$ cat src/include/telemetry_status_pkg.sv
// Purpose: constants and carriers for the telemetry and status readback bank
// Assumes: 20 MHz clk, command-level access behind the two-wire engine
// Notes: command codes are the byte codes seen on the two-wire bus
package telemetry_status_pkg;

    // ------------------------------------------------------------
    // command codes
    // ------------------------------------------------------------
    localparam logic [7:0] CMD_GLOBAL_FAULT_CLEAR = 8'h03;
    localparam logic [7:0] CMD_VENDOR_FAULT_STATUS = 8'h80;
    localparam logic [7:0] CMD_INPUT_VOLTAGE = 8'h88;
    localparam logic [7:0] CMD_INPUT_CURRENT = 8'h89;
    localparam logic [7:0] CMD_OUTPUT_VOLTAGE = 8'h8B;
    localparam logic [7:0] CMD_OUTPUT_CURRENT = 8'h8C;
    localparam logic [7:0] CMD_DIE_TEMPERATURE = 8'h8D;
    localparam logic [7:0] CMD_INPUT_POWER = 8'h97;

    // ------------------------------------------------------------
    // status field positions and reset values
    // ------------------------------------------------------------
    localparam int UV_BIT = 0;
    localparam int OT_BIT = 1;
    localparam int EVENT_BIT = 2;
    localparam logic [7:0] STATUS_RESET = 8'h00;
    localparam logic [7:0] READING_RESET = 8'h00;

    // ------------------------------------------------------------
    // timing
    // ------------------------------------------------------------
    localparam int CLK_HZ = 20_000_000;
    localparam int FAST_REFRESH_NS = 95_000;
    localparam int SLOW_REFRESH_NS = 190_000;
    localparam int FAST_REFRESH_CYC =
        FAST_REFRESH_NS / (1_000_000_000 / CLK_HZ);
    localparam int SLOW_REFRESH_CYC =
        SLOW_REFRESH_NS / (1_000_000_000 / CLK_HZ);

    // ------------------------------------------------------------
    // carriers
    // ------------------------------------------------------------
    typedef struct packed {
        logic [7:0] code;
        logic rd;
        logic wr;
        logic has_data;
        logic [7:0] wdata;
    } cmd_req_t;

    typedef struct packed {
        logic ack;
        logic nack;
        logic [7:0] rdata;
    } cmd_rsp_t;

    typedef struct packed {
        logic [7:0] input_voltage;
        logic [7:0] input_current;
        logic [7:0] output_current;
        logic [7:0] die_temperature;
        logic [7:0] input_power;
    } samples_t;

endpackage

$ cat src/design/telemetry_status_readback.sv
// Purpose: status byte and telemetry readback behind the command port
// Assumes: flag inputs are asynchronous analog levels; samples are on clk
// Notes: currents and input power are captured on the fast refresh tick, the other samples on the slow refresh tick
`timescale 1ns/1ps

module telemetry_status_readback
    import telemetry_status_pkg::*;
#(
    parameter int VOUT_W = 10
) (
    input logic clk,
    input logic rst_b,
    input cmd_req_t cmd_req,
    output cmd_rsp_t cmd_rsp,
    input samples_t samples,
    input logic [VOUT_W-1:0] output_sense_5mv,
    input logic vout_step_coarse,
    input logic stage_conduction_event_flag,
    input logic stage_overtemp_live_flag,
    input logic driver_supply_undervoltage_flag,
    output logic [7:0] vendor_fault_status
);

    initial begin
        if (VOUT_W < 9 || VOUT_W > 16) begin
            $error("VOUT_W must be 9 to 16");
        end
    end

    // ------------------------------------------------------------
    // flag synchronisers
    // ------------------------------------------------------------
    logic [2:0] flag_meta_q;
    logic [2:0] flag_sync_q;

    always_ff @(posedge clk or negedge rst_b) begin
        if (!rst_b) begin
            flag_meta_q <= 3'h0;
            flag_sync_q <= 3'h0;
        end else begin
            flag_meta_q <= {stage_conduction_event_flag,
                            stage_overtemp_live_flag,
                            driver_supply_undervoltage_flag};
            flag_sync_q <= flag_meta_q;
        end
    end

    logic evt_now;
    logic ot_now;
    logic uv_now;
    assign evt_now = flag_sync_q[2];
    assign ot_now = flag_sync_q[1];
    assign uv_now = flag_sync_q[0];

    // ------------------------------------------------------------
    // status byte
    // ------------------------------------------------------------
    logic evt_q;
    logic uv_q;
    logic status_wr;
    logic global_clear;

    assign status_wr = cmd_req.wr && cmd_req.has_data &&
        cmd_req.code == CMD_VENDOR_FAULT_STATUS;
    assign global_clear = cmd_req.wr && !cmd_req.has_data &&
        cmd_req.code == CMD_GLOBAL_FAULT_CLEAR;

    function automatic logic sticky_next(logic cur, logic cond,
                                         logic clr);
        // set wins over clear; live cause re-sets at once
        sticky_next = cond | (cur & ~clr);
    endfunction

    always_ff @(posedge clk or negedge rst_b) begin
        if (!rst_b) begin
            evt_q <= STATUS_RESET[EVENT_BIT];
            uv_q <= STATUS_RESET[UV_BIT];
        end else begin
            evt_q <= sticky_next(evt_q, evt_now, global_clear ||
                (status_wr && cmd_req.wdata[EVENT_BIT]));
            uv_q <= sticky_next(uv_q, uv_now, global_clear ||
                (status_wr && cmd_req.wdata[UV_BIT]));
        end
    end

    always_comb begin
        vendor_fault_status = STATUS_RESET;
        vendor_fault_status[EVENT_BIT] = evt_q;
        vendor_fault_status[OT_BIT] = ot_now;
        vendor_fault_status[UV_BIT] = uv_q;
    end

    // ------------------------------------------------------------
    // refresh dividers
    // ------------------------------------------------------------
    logic [11:0] fast_cnt_q;
    logic [11:0] slow_cnt_q;
    logic fast_tick;
    logic slow_tick;

    assign fast_tick = fast_cnt_q == 12'(FAST_REFRESH_CYC - 1);
    assign slow_tick = slow_cnt_q == 12'(SLOW_REFRESH_CYC - 1);

    always_ff @(posedge clk or negedge rst_b) begin
        if (!rst_b) begin
            fast_cnt_q <= 12'h000;
            slow_cnt_q <= 12'h000;
        end else begin
            fast_cnt_q <= fast_tick ? 12'h000 : fast_cnt_q + 12'h001;
            slow_cnt_q <= slow_tick ? 12'h000 : slow_cnt_q + 12'h001;
        end
    end

    // ------------------------------------------------------------
    // output voltage scaling
    // ------------------------------------------------------------
    function automatic logic [7:0] sat8(logic [VOUT_W-1:0] v);
        sat8 = (v > VOUT_W'(8'hFF)) ? 8'hFF : v[7:0];
    endfunction

    logic [7:0] vout_scaled;
    assign vout_scaled = vout_step_coarse ?
        sat8(output_sense_5mv >> 1) : sat8(output_sense_5mv);

    // ------------------------------------------------------------
    // telemetry capture
    // ------------------------------------------------------------
    logic [7:0] input_voltage_reading_q;
    logic [7:0] input_current_reading_q;
    logic [7:0] output_voltage_reading_q;
    logic [7:0] output_current_reading_q;
    logic [7:0] die_temperature_reading_q;
    logic [7:0] input_power_reading_q;

    always_ff @(posedge clk or negedge rst_b) begin
        if (!rst_b) begin
            input_current_reading_q <= READING_RESET;
            output_current_reading_q <= READING_RESET;
            input_power_reading_q <= READING_RESET;
        end else if (fast_tick) begin
            input_current_reading_q <= samples.input_current;
            output_current_reading_q <= samples.output_current;
            input_power_reading_q <= samples.input_power;
        end
    end

    always_ff @(posedge clk or negedge rst_b) begin
        if (!rst_b) begin
            input_voltage_reading_q <= READING_RESET;
            output_voltage_reading_q <= READING_RESET;
            die_temperature_reading_q <= READING_RESET;
        end else if (slow_tick) begin
            input_voltage_reading_q <= samples.input_voltage;
            output_voltage_reading_q <= vout_scaled;
            die_temperature_reading_q <= samples.die_temperature;
        end
    end

    // ------------------------------------------------------------
    // command answers
    // ------------------------------------------------------------
    logic [8:0] rd_mux;

    always_comb begin
        unique case (cmd_req.code)
            CMD_VENDOR_FAULT_STATUS: rd_mux = {1'b1, vendor_fault_status};
            CMD_INPUT_VOLTAGE: rd_mux = {1'b1, input_voltage_reading_q};
            CMD_INPUT_CURRENT: rd_mux = {1'b1, input_current_reading_q};
            CMD_OUTPUT_VOLTAGE: rd_mux = {1'b1, output_voltage_reading_q};
            CMD_OUTPUT_CURRENT: rd_mux = {1'b1, output_current_reading_q};
            CMD_DIE_TEMPERATURE: rd_mux = {1'b1, die_temperature_reading_q};
            CMD_INPUT_POWER: rd_mux = {1'b1, input_power_reading_q};
            default: rd_mux = 9'h000;
        endcase
    end

    always_ff @(posedge clk or negedge rst_b) begin
        if (!rst_b) begin
            cmd_rsp <= '0;
        end else begin
            cmd_rsp.ack <= (cmd_req.rd && rd_mux[8]) ||
                status_wr || global_clear;
            cmd_rsp.nack <= (cmd_req.rd && !rd_mux[8]) ||
                (cmd_req.wr && !status_wr && !global_clear);
            if (cmd_req.rd && rd_mux[8]) begin
                cmd_rsp.rdata <= rd_mux[7:0];
            end
        end
    end

endmodule // telemetry_status_readback

$ cat config.mk
export PLATFORM = sky130hd
export DESIGN_NAME = telemetry_status_readback
export DESIGN_NICKNAME = d
export VERILOG_FILES = /design/src/include/telemetry_status_pkg.sv /design/src/design/telemetry_status_readback.sv
export SDC_FILE = /design/constraint.sdc
export NUM_CORES = 1
export LEC_CHECK = 0
export BUFFER_PORTS_ARGS = -buffer_cell sky130_fd_sc_hd__buf_2
export CORE_MARGIN = 2
export CORE_UTILIZATION = 46
export CTS_BUF_LIST = sky130_fd_sc_hd__clkbuf_8 sky130_fd_sc_hd__clkbuf_16
export CTS_CLUSTER_SIZE = 28
export DETAILED_ROUTE_END_ITERATION = 10
export PLACE_DENSITY = 0.76
export SKIP_LAST_GASP = 1
export SYNTH_ARGS = -nofsm -noshare
export SYNTH_HDL_FRONTEND = slang
export SYNTH_SLANG_ARGS = --single-unit
$ cat constraint.sdc
create_clock -name clk -period 2.5 [get_ports clk]
set_clock_uncertainty 0.1 [all_clocks]
set_input_delay 0.25 -clock clk [delete_from_list [all_inputs] [get_ports clk]]
set_output_delay 0.25 -clock clk [all_outputs]
set_load 0.01 [all_outputs]
* Yosys cells after proc, flatten, opt, wreduce, memory -nomap -nowiden
Index checks and enable logic that the tools add are counted.
** Storage, ports and cells
- Register bits :: 90
- Input bits :: 75
- Output and inout port bits :: 18
- Logic and storage cells :: 60
** Operators by class
- Add/subtract/negate cells :: 2
- $lt $le $gt $ge :: 2
- Equality and inequality tests :: 10
- Multiplexer cells :: 6
- Bitwise gates (word level) :: 6
- Reduce and logical (&&, ||, !) cells :: 19
** Operators by type and width (number)
- $pmux 9 s7 :: 1
- $eq 8x8->1 const B :: 7
- $add 12x1->12 const B :: 2
- $mux 12 :: 2
- $mux 8 :: 3
- $eq 12x11->1 const B :: 1
- $eq 12x12->1 const B :: 1
- $gt 10x8->1 const B :: 1
- $logic_and 1x1->1 :: 10
- $gt 9x8->1 const B :: 1
- $eq 8x2->1 const B :: 1
- $logic_or 1x1->1 :: 5
- $logic_not 1->1 :: 4
- $and 1x1->1 :: 2
- $not 1->1 :: 2
- $or 1x1->1 :: 2

* Depth between registers and ports, before layout
Gate-level depths: netlist of run 1.
- Depth after elaboration :: 7
- Depth in mapped cells :: 7

* Least setup slack after synthesis of run 1
Ideal clock, no wire load.
- Path type :: reg-to-reg
- Start :: reg fast_cnt_q[0]
- End :: reg input_current_reading_q[0]
- Setup time :: 0.125 ns
- Data arrival time :: 1.685 ns
- Data required time :: 2.275 ns
- Setup slack :: 0.591 ns
- Cell stages (with the launch flop) :: 7
- Buffers on the path :: 1
- Period minus slack after synthesis :: 1.909 ns
- Path through :: dfrtp_1 -> ha_1 -> nand4bb_1 -> nor3_1 -> nor3b_2 -> buf_4 -> mux2_2
** On the way
- Cells in the longest elaborated chain, start to end :: 1
** Ends and longest elaborated chain
- start: declaration :: line telemetry_status_readback.sv:96 : logic [11:0] fast_cnt_q;
- start signal: assignment :: line telemetry_status_readback.sv:109 : fast_cnt_q <= fast_tick ? 12'h000 : fast_cnt_q + 12'h001;
- $eq 12x11->1 :: line telemetry_status_readback.sv:101 : assign fast_tick = fast_cnt_q == 12'(FAST_REFRESH_CYC - 1);
- end signal: assignment :: line telemetry_status_readback.sv:141 : input_current_reading_q <= samples.input_current;
- end: declaration :: line telemetry_status_readback.sv:129 : logic [7:0] input_current_reading_q;
Every way passes these cells.
A chain may end at the register's enable or synchronous reset.

* Worst setup path after layout of run 1
- Start :: reg fast_cnt_q[0]
- End :: reg output_current_reading_q[2]
** On the way
- Cells in the longest elaborated chain, start to end :: 1
** Ends and longest elaborated chain
- $eq 12x11->1 :: line telemetry_status_readback.sv:101
- end signal: assignment :: line telemetry_status_readback.sv:142 : output_current_reading_q <= samples.output_current;
- end: declaration :: line telemetry_status_readback.sv:131 : logic [7:0] output_current_reading_q;
Every way passes these cells.

==> results.toml, run 1 <==
[detailed_routing]
drcViolationCount = 0
viasPerCell = 5.298
drt_iter0_markers = 181
drtPass1Iterations = 4
vias = 3025
wl_per_cell_um = 15.39
ant_nets = 0
routed_wl_um = 8786

[hold_path]
min_path_type = "in2reg"

[floorplanning]
io_pins = 93
rows = 34
core_sq_um = 8806
die_area_sq_um = 9965
fp.dieW_um = 99.83
die_h_um = 99.83
initial_core_util_pct = 47.97

[global_route]
antenna_found_initial = 0
grt_remaining_overflow = 0
grt_pass1_vias = 2987
grt_pass1_wl_um = 14440
grt_usage_pct = 18.58
grt_max_degree = 48

[synth]
synth_largest_area_cell = "dfrtp_1"
postSynthAreaPerCell_sq_um = 11.42
synthCells = 370
async_flop_share_pct = 100.0
synth_top_area_share_pct = 53.32
ys_top_cells_by_area = "dfrtp_1 53%, mux2_2 11%, nor2_1 2.8%"
synthTopCellsByCount = "90 x dfrtp_1, 41 x mux2_2, 31 x nor2_1, 27 x nand2_1, 19 x a21oi_1"
synth-edff-count = 0
synth_cell_types = 46
yosysWarnings = 0
ys_seq_area_share_pct = 53.32
synth_seq_cells = 90
synth_most_common_cell = "dfrtp_1"
synth_area_sq_um = 4224
ys.flop_type = "dfrtp_1"

[timing]
setup_violations = 0
whs_ns = 0.01453
max_freq_ghz = 0.4646
period_share_pct = 86.10
period_needed_ns = 2.152
maxSlewViolCount = 0
finalSetupTns_ns = 0
maxSlewHeadroom_pct = 59.83
rsz0062_at_grt = "false"
tightest_slew_ns = 0.6025
final_hold_viol_count = 0
fin_ws_ns = 0.3476

[finish]
area_delta_synth_final_pct = 18.51
diodes = 0
seq_area_sq_um = 2252
instances_no_fill = 571
multi_input_area_sq_um = 1818
drive_gt1_share_pct = 34.34
fill_cells = 749
nets = 535

[critical_path]
critical_path_class = "reg2reg"
required_ns = 2.65
cp_slowest_cell = "dfrtp_1"
slowest_delay_ns = 0.40
path_max_fanout = 22
critical_path_arrival_ns = 2.30
worst_setup_path_end_kind = "flip-flop"
critPathLaunchType = "flip-flop"
path_cells = "ha_1, nand4bb_1, nor3_1, nor3b_4, buf_4, mux2_2"
r2r_setup_slack_ns = 0.35

[power_and_ir_drop]
powerDensity_nw_per_um2 = 520.3
ir_worst_vdd_uv = 315.6
power.leakage_nw = 2.485
power_mw = 2.605

[cts]
numCtsBuffers = 9
h-tree-depth = 3
clock_sinks = 90
clk_pin_slew_worst_paths_ns = 0.09
tritoncts = "yes"
cts_root_buffer = "clkbuf_8"
post_cts_buffers = 0
clock_latency_ns = 0.36
cts_buffer_depth = 2
ctsHoldBuffers = 6
cts_resized = 0

[placed_design]
gp_congestion = 0.8035
pre_cts_ws_ns = 0.3636
portBuffers = 81
dpl.cell_count = 547
hpwlAfterDp_um = 6306

[status]
status = "complete, no violations"

[job]
cap_violations = 0
==> cell type report <==
cell class              count  area share [%]
repair buffers             96           11.30
multi-input cells         250           36.32
inverters                  11          0.8248
clock inverters             7           1.400
flip-flops and latches     90           44.99
clock buffers               9           2.474
well taps                 108           2.699
==> critical path, delay by kind of cell, from the launching register on <==
family,cells,cell delay (ns)
and+or+nand+nor,3,0.61
muxes,1,0.38
adders and majority gates,1,0.23
buffers and inverters,1,0.31
DFF,1,0.40
==> cells in the final DEF (no fill, tap or decap), types with 2 or more instances in the layout <==
| cell type | instances |
|---|---|
| nand3_1 | 16 |
| nand4bb_1 | 4 |
| xnor2_1 | 5 |
| mux2i_1 | 8 |
| o21ai_1 | 2 |
| conb_1 | 5 |
| a31o_1 | 2 |
| mux2_1 | 8 |
| nand4_1 | 6 |
| nor2_2 | 2 |
| nor3_1 | 13 |
| nor3_2 | 4 |
| a222oi_1 | 7 |
| buf_12 | 2 |
| buf_2 | 80 |
| o21ai_0 | 10 |
| nor2b_1 | 3 |
| clkbuf_8 | 9 |
| dfrtp_1 | 90 |
| buf_4 | 6 |
| inv_1 | 11 |
| nor2_1 | 31 |
| dlygate4sd3_1 | 8 |
| mux2_2 | 41 |
| a22oi_1 | 2 |
| xor2_1 | 12 |
| or3_1 | 2 |
| and4_1 | 2 |
| nand2_1 | 27 |
| clkinv_4 | 2 |
| clkinv_2 | 3 |
| ha_1 | 2 |
| and3_1 | 3 |
| a21oi_1 | 19 |
==> metal layers <==
layer	global-route usage, %	vias up	share of wire (%)
met2	29.89	78	47
met4	7.376	0	2.1
met1	24.35	1457	45
met5	0	-	0
li1	-	1473	-
met3	4.596	17	5.7
==> stage by stage <==
stage	utilization, %	area (sq um)
3_3_place_gp	53.74	4732
3_5_place_dp	53.74	4732
4_1_cts	56.62	4986
2_1_floorplan	-	4239
6_report	56.85	5006
5_1_grt	56.85	5006
==> cells by family (layout without fill, tap and decap cells) <==
family	Yosys count	in the layout	share of synthesized area, %
buffers and inverters	34	123	4.354
other	1	5	0.08878
xor gates and xnor gates	17	17	3.525
adders and majority gates	2	2	0.5923
AOI/OAI and AO/OA	46	46	7.168
muxes	57	57	14.96
DFF	90	90	53.32
and+or+nand+nor	123	123	16.00
==> registers in the layout, summed over array words and instances, names as in the netlist <==
| register | flops |
|---|---|
| output_current_reading_q | 8 |
| die_temperature_reading_q | 8 |
| flag_meta_q | 3 |
| input_power_reading_q | 8 |
| slow_cnt_q | 12 |
| output_voltage_reading_q | 8 |
| fast_cnt_q | 12 |
| input_current_reading_q | 8 |
| cmd_rsp | 10 |
| flag_sync_q | 3 |
| uv_q | 1 |
| evt_q | 1 |
| input_voltage_reading_q | 8 |
==> path summary, 6_finish.rpt <==
| kind | startpoint | endpoint | depth (start not counted) |
|---|---|---|---|
| max in group asynchronous | rst_b | output_current_reading_q[7] | 3 |
| worst min-delay path | samples[11] | die_temperature_reading_q[3] | 2 |
| min in group asynchronous | rst_b | input_current_reading_q[1] | 2 |
| worst max register to register | fast_cnt_q[0] | output_current_reading_q[2] | 6 |
| worst min register to register | flag_meta_q[1] | flag_sync_q[1] | 0 |
| worst max-delay path | fast_cnt_q[0] | output_current_reading_q[2] | 6 |
==> report_power, final <==
part,switching (mW),internal [mW]
Sequential,0.00187,1.46
Clock,0.513,0.460
Combinational,0.0968,0.0729
Note: power is estimated with default switching activity, not from simulation.
==> inputs of run 2 (changes only) <==
Settings changed: CORE_MARGIN 2 to default.
==> run 2 against run 1 <==
The flow now finishes with violations (design-rule violations). Routed wire length up 0.36%. Via count up 0.46%. Clock-buffer cell count up 2. Global-route usage up 1.1 points. Worst setup slack better by 0.030 ns. Hold slack better by 0.0020 ns. Combinational power down 2%. First-iteration DRC count down 19%. Die area down 4.0%. Cell count down 1.1%. Largest cell class unchanged.
==> results.toml, run 2 (synthesized netlist as in run 1, its figures left out) <==
[critical_path]
critPathLaunchType = "flip-flop"
worst_setup_path_end_kind = "flip-flop"
critical_path_class = "reg2reg"
r2r_end = "output_current_reading_q[1]"
reg2reg_from = "fast_cnt_q[0]"
rr_worst_depth = 6
critical_path_arrival_ns = 2.27
path_max_fanout = 21
r2r_setup_slack_ns = 0.38
required_ns = 2.64

[timing]
final_hold_viol_count = 0
maxSlewViolCount = 0
rsz0062_at_grt = "false"
period_needed_ns = 2.122
period_share_pct = 84.89
finalSetupTns_ns = 0
maxSlewHeadroom_pct = 63.01
setup_violations = 0
max_freq_ghz = 0.4712
tightest_slew_ns = 0.5548
whs_ns = 0.01649

[cts]
cts_buffer_depth = 2
numCtsBuffers = 9
cts_root_buffer = "clkbuf_8"
tritoncts = "yes"
cts_resized = 0
clk_pin_slew_worst_paths_ns = 0.09
clock_latency_ns = 0.36
clock_sinks = 90
h-tree-depth = 3

[detailed_routing]
drt_iter0_markers = 146
drtPass1Iterations = 8
topRoutingLayerUsed = "met4"
routed_wl_um = 8818
ant_nets = 0
wl_met1_um = 4058
wl_met2_um = 4182
viasPerCell = 5.379
vias = 3039
drcViolationCount = 18
wl_per_cell_um = 15.61
wl_met3_um = 438

[floorplanning]
io_pins = 93
fp.dieW_um = 97.83
core_sq_um = 8806
die_area_sq_um = 9570
die_h_um = 97.83
initial_core_util_pct = 47.97
rows = 34

[global_route]
grt_pass1_vias = 3039
grt_usage_pct = 19.67
grt_remaining_overflow = 0
antenna_found_initial = 0
grt_max_degree = 57
grt_pass1_wl_um = 14640

[power_and_ir_drop]
clockPowerShare_pct = 37.8
power.leakage_nw = 2.465
swShare_pct = 22.36
power_mw = 2.617
p_switching_mw = 0.5850
share_comb_of_total_power_pct = 6.3
intPower_mw = 2.032
powerDensity_nw_per_um2 = 528.4
pwr-share-seq_pct = 55.9
ir_worst_vdd_uv = 321.9

[finish]
area_delta_synth_final_pct = 17.24
layout_commonest_cell = "dfrtp_1"
reg.largest.list = "fast_cnt_q: 12 flops, slow_cnt_q: 12 flops, cmd_rsp: 10 flops"
diodes = 0
fin_area_sq_um = 4952
final_cell_mix = "90 x dfrtp_1, 80 x buf_2, 41 x mux2_2"
drive_gt1_share_pct = 34.14
nets = 531

[placed_design]
hpwlAfterDp_um = 6491
gp_congestion = 0.7996
portBuffers = 81
placed_area_sq_um = 4720

[job]
cap_violations = 0

[hold_path]
min_path_type = "in2reg"
hold_path_end = "input_power_reading_q[0]"
hold_depth = 2
holdCritStartpoint = "samples[0]"

[status]
status = "finished with violations"
violations = "design-rule violations"
[run 2: cell count changes in the layout (fill, tap and decap cells not counted), moves of 2 or more]
cell	change
clkbuf_8	+2
clkinv_2	-3
clkinv_4	-2
dlygate4sd3_1	-4
[run 2: routing by layer]
| metal | GRT usage, % | vias up |
|---|---|---|
| met4 | 6.527 | 0 |
| li1 | - | 1466 |
| met3 | 5.440 | 14 |
| met2 | 31.47 | 88 |
| met1 | 25.89 | 1471 |
| met5 | 0 | - |
[run 2: worst max-delay path by stage]
stage | from | to | slack (ns) | depth (start not counted)
2_1_floorplan | fast_cnt_q[0] | input_current_reading_q[0] | 0.59 | 6
3_3_place_gp | cmd_req[11] | cmd_rsp[7] | 0.47 | 6
3_5_place_dp | cmd_req[11] | cmd_rsp[1] | 0.37 | 6
4_1_cts | fast_cnt_q[0] | input_current_reading_q[1] | 0.37 | 6
5_1_grt | fast_cnt_q[0] | input_current_reading_q[2] | 0.25 | 6
6_report | fast_cnt_q[0] | output_current_reading_q[1] | 0.38 | 6
[run 2: timing repair]
action	CTS	global route
buffers inserted	0	0
hold buffers	4	0
hold endpoints to repair	37	0
[run 2: power by group through the flow]
stage	Combinational, mW	Clock, mW	Sequential (mW)
after global placement	0.159	0	1.49
after global routing	0.185	1.07	1.46
after floorplan	0.0658	0	1.49
final	0.166	0.988	1.46
after CTS	0.169	1.02	1.46
after detailed placement	0.164	0	1.49
[run 2: critical path: stages (launching register included)]
cell,delay [ns]
dfrtp_1,0.40
ha_1,0.25
nand4bb_1,0.11
nor3_1,0.23
nor3b_4,0.25
buf_4,0.30
mux2_2,0.37
[run 2: stage by stage]
| step | util [%] | instances | setup slack [ns] |
|---|---|---|---|
| global placement | 53.59 | 547 | 0.4681 |
| global route | 56.24 | 565 | 0.2519 |
| finish | 56.24 | 565 | 0.3777 |
| detailed placement | 53.59 | 547 | 0.3707 |
| floorplan | - | 374 | 0.5906 |
| CTS | 56.24 | 565 | 0.3716 |
[run 2: layout make-up]
class                           count  area [sq um]
Clock inverter                      3         41.29
Fill cell                         768          3854
Tap cell                          108         135.1
Clock buffer                       11         151.4
Multi-Input combinational cell    250          1818
Inverter                           11         41.29
Timing Repair Buffer               92         513.0
Sequential cell                    90          2252
==> inputs of run 3 (changes only) <==
Settings changed: PLACE_DENSITY 0.76 to 0.79.
Clock period 2.5 ns to 1.9 ns, I/O delays scaled along.
==> run 3 against run 2 <==
Power rose by 46%. Cell count rose by 13%. Register-to-register slack got worse by 0.47 ns. The flow finishes with violations (design-rule violations, negative setup slack). Hold slack improved by 0.021 ns. Die area did not move. Sequential share of layout area fell by 7.6 points. Clock-buffer cell count fell by 2. Clock power rose by 59%. Via count rose by 15%. Non-clock buffer count rose by 72. Routed wire length rose by 36%. Fmax rose by 6.7%. Largest cell class unchanged.
==> results.toml, run 3 (synthesized netlist as in run 1, its figures left out) <==
[finish]
fin_util_pct = 67.53
diodes = 0
seq_area_sq_um = 2252
multi_input_area_sq_um = 1993
layout_commonest_cell = "dfrtp_1"
reg.largest.list = "fast_cnt_q: 12 flops, slow_cnt_q: 12 flops, cmd_rsp: 10 flops"
fill_cells = 618
area_delta_synth_final_pct = 40.79
final_cell_mix = "90 x dfrtp_1, 80 x buf_2, 46 x dlygate4sd3_1"
drive_gt1_share_pct = 37.66
nets = 603

[cts]
cts_root_buffer = "clkbuf_8"
numCtsBuffers = 9
clk_pin_slew_worst_paths_ns = 0.09
clock_sinks = 90
tritoncts = "yes"
cts_buffer_depth = 2
clock_latency_ns = 0.37
h-tree-depth = 3

[timing]
period_share_pct = 104.7
maxSlewViolCount = 0
final_hold_viol_count = 0
tightest_slew_ns = 0.9170
setup_violations = 24
rsz0062_at_grt = "true"
max_freq_ghz = 0.5029
whs_ns = 0.03709
period_needed_ns = 1.989
maxSlewHeadroom_pct = 38.40
fin_ws_ns = -0.08853

[critical_path]
rr_worst_depth = 7
critical_path_arrival_ns = 2.15
critPathLaunchType = "flip-flop"
cp_num_buf_inv = 2
crit_cells = 7
required_ns = 2.06
path_cells = "ha_2, nand4bb_1, nor3_2, nor3b_4, buf_6, buf_6, mux2_4"
cpMostUsedCell = "buf_6"
worst_setup_path_end_kind = "flip-flop"
path_max_fanout = 5
critical_path_class = "reg2reg"
slowest_delay_ns = 0.37
critical_path.top_delay_family = "simple AND/OR/NAND/NOR gates"
cp_slowest_cell = "dfrtp_1"

[global_route]
antenna_found_initial = 0
grt_pass1_wl_um = 17500
grt_usage_pct = 23.77
grt_pass1_vias = 3615
grt_remaining_overflow = 0
grt_max_degree = 42

[status]
status = "finished with violations"
violations = "design-rule violations, negative setup slack"

[placed_design]
gp_congestion = 0.8446
hpwlAfterDp_um = 6799
portBuffers = 81

[floorplanning]
core_sq_um = 8806
fp.dieW_um = 97.83
io_pins = 93
die_h_um = 97.83
rows = 34
initial_core_util_pct = 47.97
die_area_sq_um = 9570

[hold_path]
min_path_type = "in2reg"
hold_depth = 3

[detailed_routing]
routed_wl_um = 12010
ant_nets = 0
drt_iter0_markers = 235
viasPerCell = 5.469
vias = 3495
drtPass1Iterations = 9
wl_per_cell_um = 18.80
drcViolationCount = 24

[power_and_ir_drop]
powerDensity_nw_per_um2 = 640.4
ir_worst_vdd_uv = 364.1
power.leakage_nw = 2.875

[job]
cap_violations = 0
==> run 3: where the power goes <==
group | internal (mW) | switching (mW) | total [mW]
combinational | 0.160 | 0.157 | 0.317
clock | 0.873 | 0.694 | 1.57
sequential | 1.92 | 0.00314 | 1.93
==> run 3: final cells by class <==
type | count | area share (%)
Inverter | 11 | 0.6943
Clock inverter | 7 | 1.957
Sequential cell | 90 | 37.87
Timing Repair Buffer | 164 | 21.61
Multi-Input combinational cell | 250 | 33.52
Tap cell | 108 | 2.272
Clock buffer | 9 | 2.083
==> run 3: worst min-delay path, cell delays in order <==
cell	delay [ns]
buf_2	0.10
nand2_1	0.05
a31o_1	0.13
==> run 3: worst paths after layout <==
kind | from | to | slack [ns]
setup / recovery | fast_cnt_q[1] | output_current_reading_q[6] | -0.09
min in group asynchronous | rst_b | flag_sync_q[2] | 0.24
setup reg to reg | fast_cnt_q[1] | output_current_reading_q[6] | -0.09
hold reg to reg | flag_meta_q[1] | flag_sync_q[1] | 0.26
max in group asynchronous | rst_b | fast_cnt_q[1] | 0.89
hold / removal | cmd_req[2] | evt_q | 0.04
==> run 3: per-layer routing <==
layer,vias up,routed length (um),global-route usage [%]
li1,1613,-,-
met1,1713,4713,27.44
met5,-,0,0
met4,0,344,10.02
met3,27,694,6.013
met2,142,6259,41.93
==> run 3: what timing repair did <==
item | CTS | global route
setup endpoints to repair | 24 | 44
endpoints found under the hold margin | 83 | 0
hold buffers | 46 | 0
resized for setup | 2 | 59
setup buffers | 8 | 5
cloned | 1 | 4
pin swaps | 0 | 8
==> run 3: metrics by stage <==
| step | power [mW] | instance area [sq um] | std cells | setup TNS, ns | setup WS (ns) |
|---|---|---|---|---|---|
| 2_1_floorplan | 2.051 | 4245 | 374 | 0 | 0.008753 |
| 3_3_place_gp | 2.186 | 4882 | 562 | -0.3195 | -0.01961 |
| 3_5_place_dp | 2.194 | 4882 | 562 | -1.847 | -0.08838 |
| 4_1_cts | 3.816 | 5675 | 633 | -0.7369 | -0.04668 |
| 5_1_grt | 3.945 | 5947 | 639 | -4.130 | -0.1648 |
| 6_report | 3.809 | 5947 | 639 | -1.771 | -0.08853 |
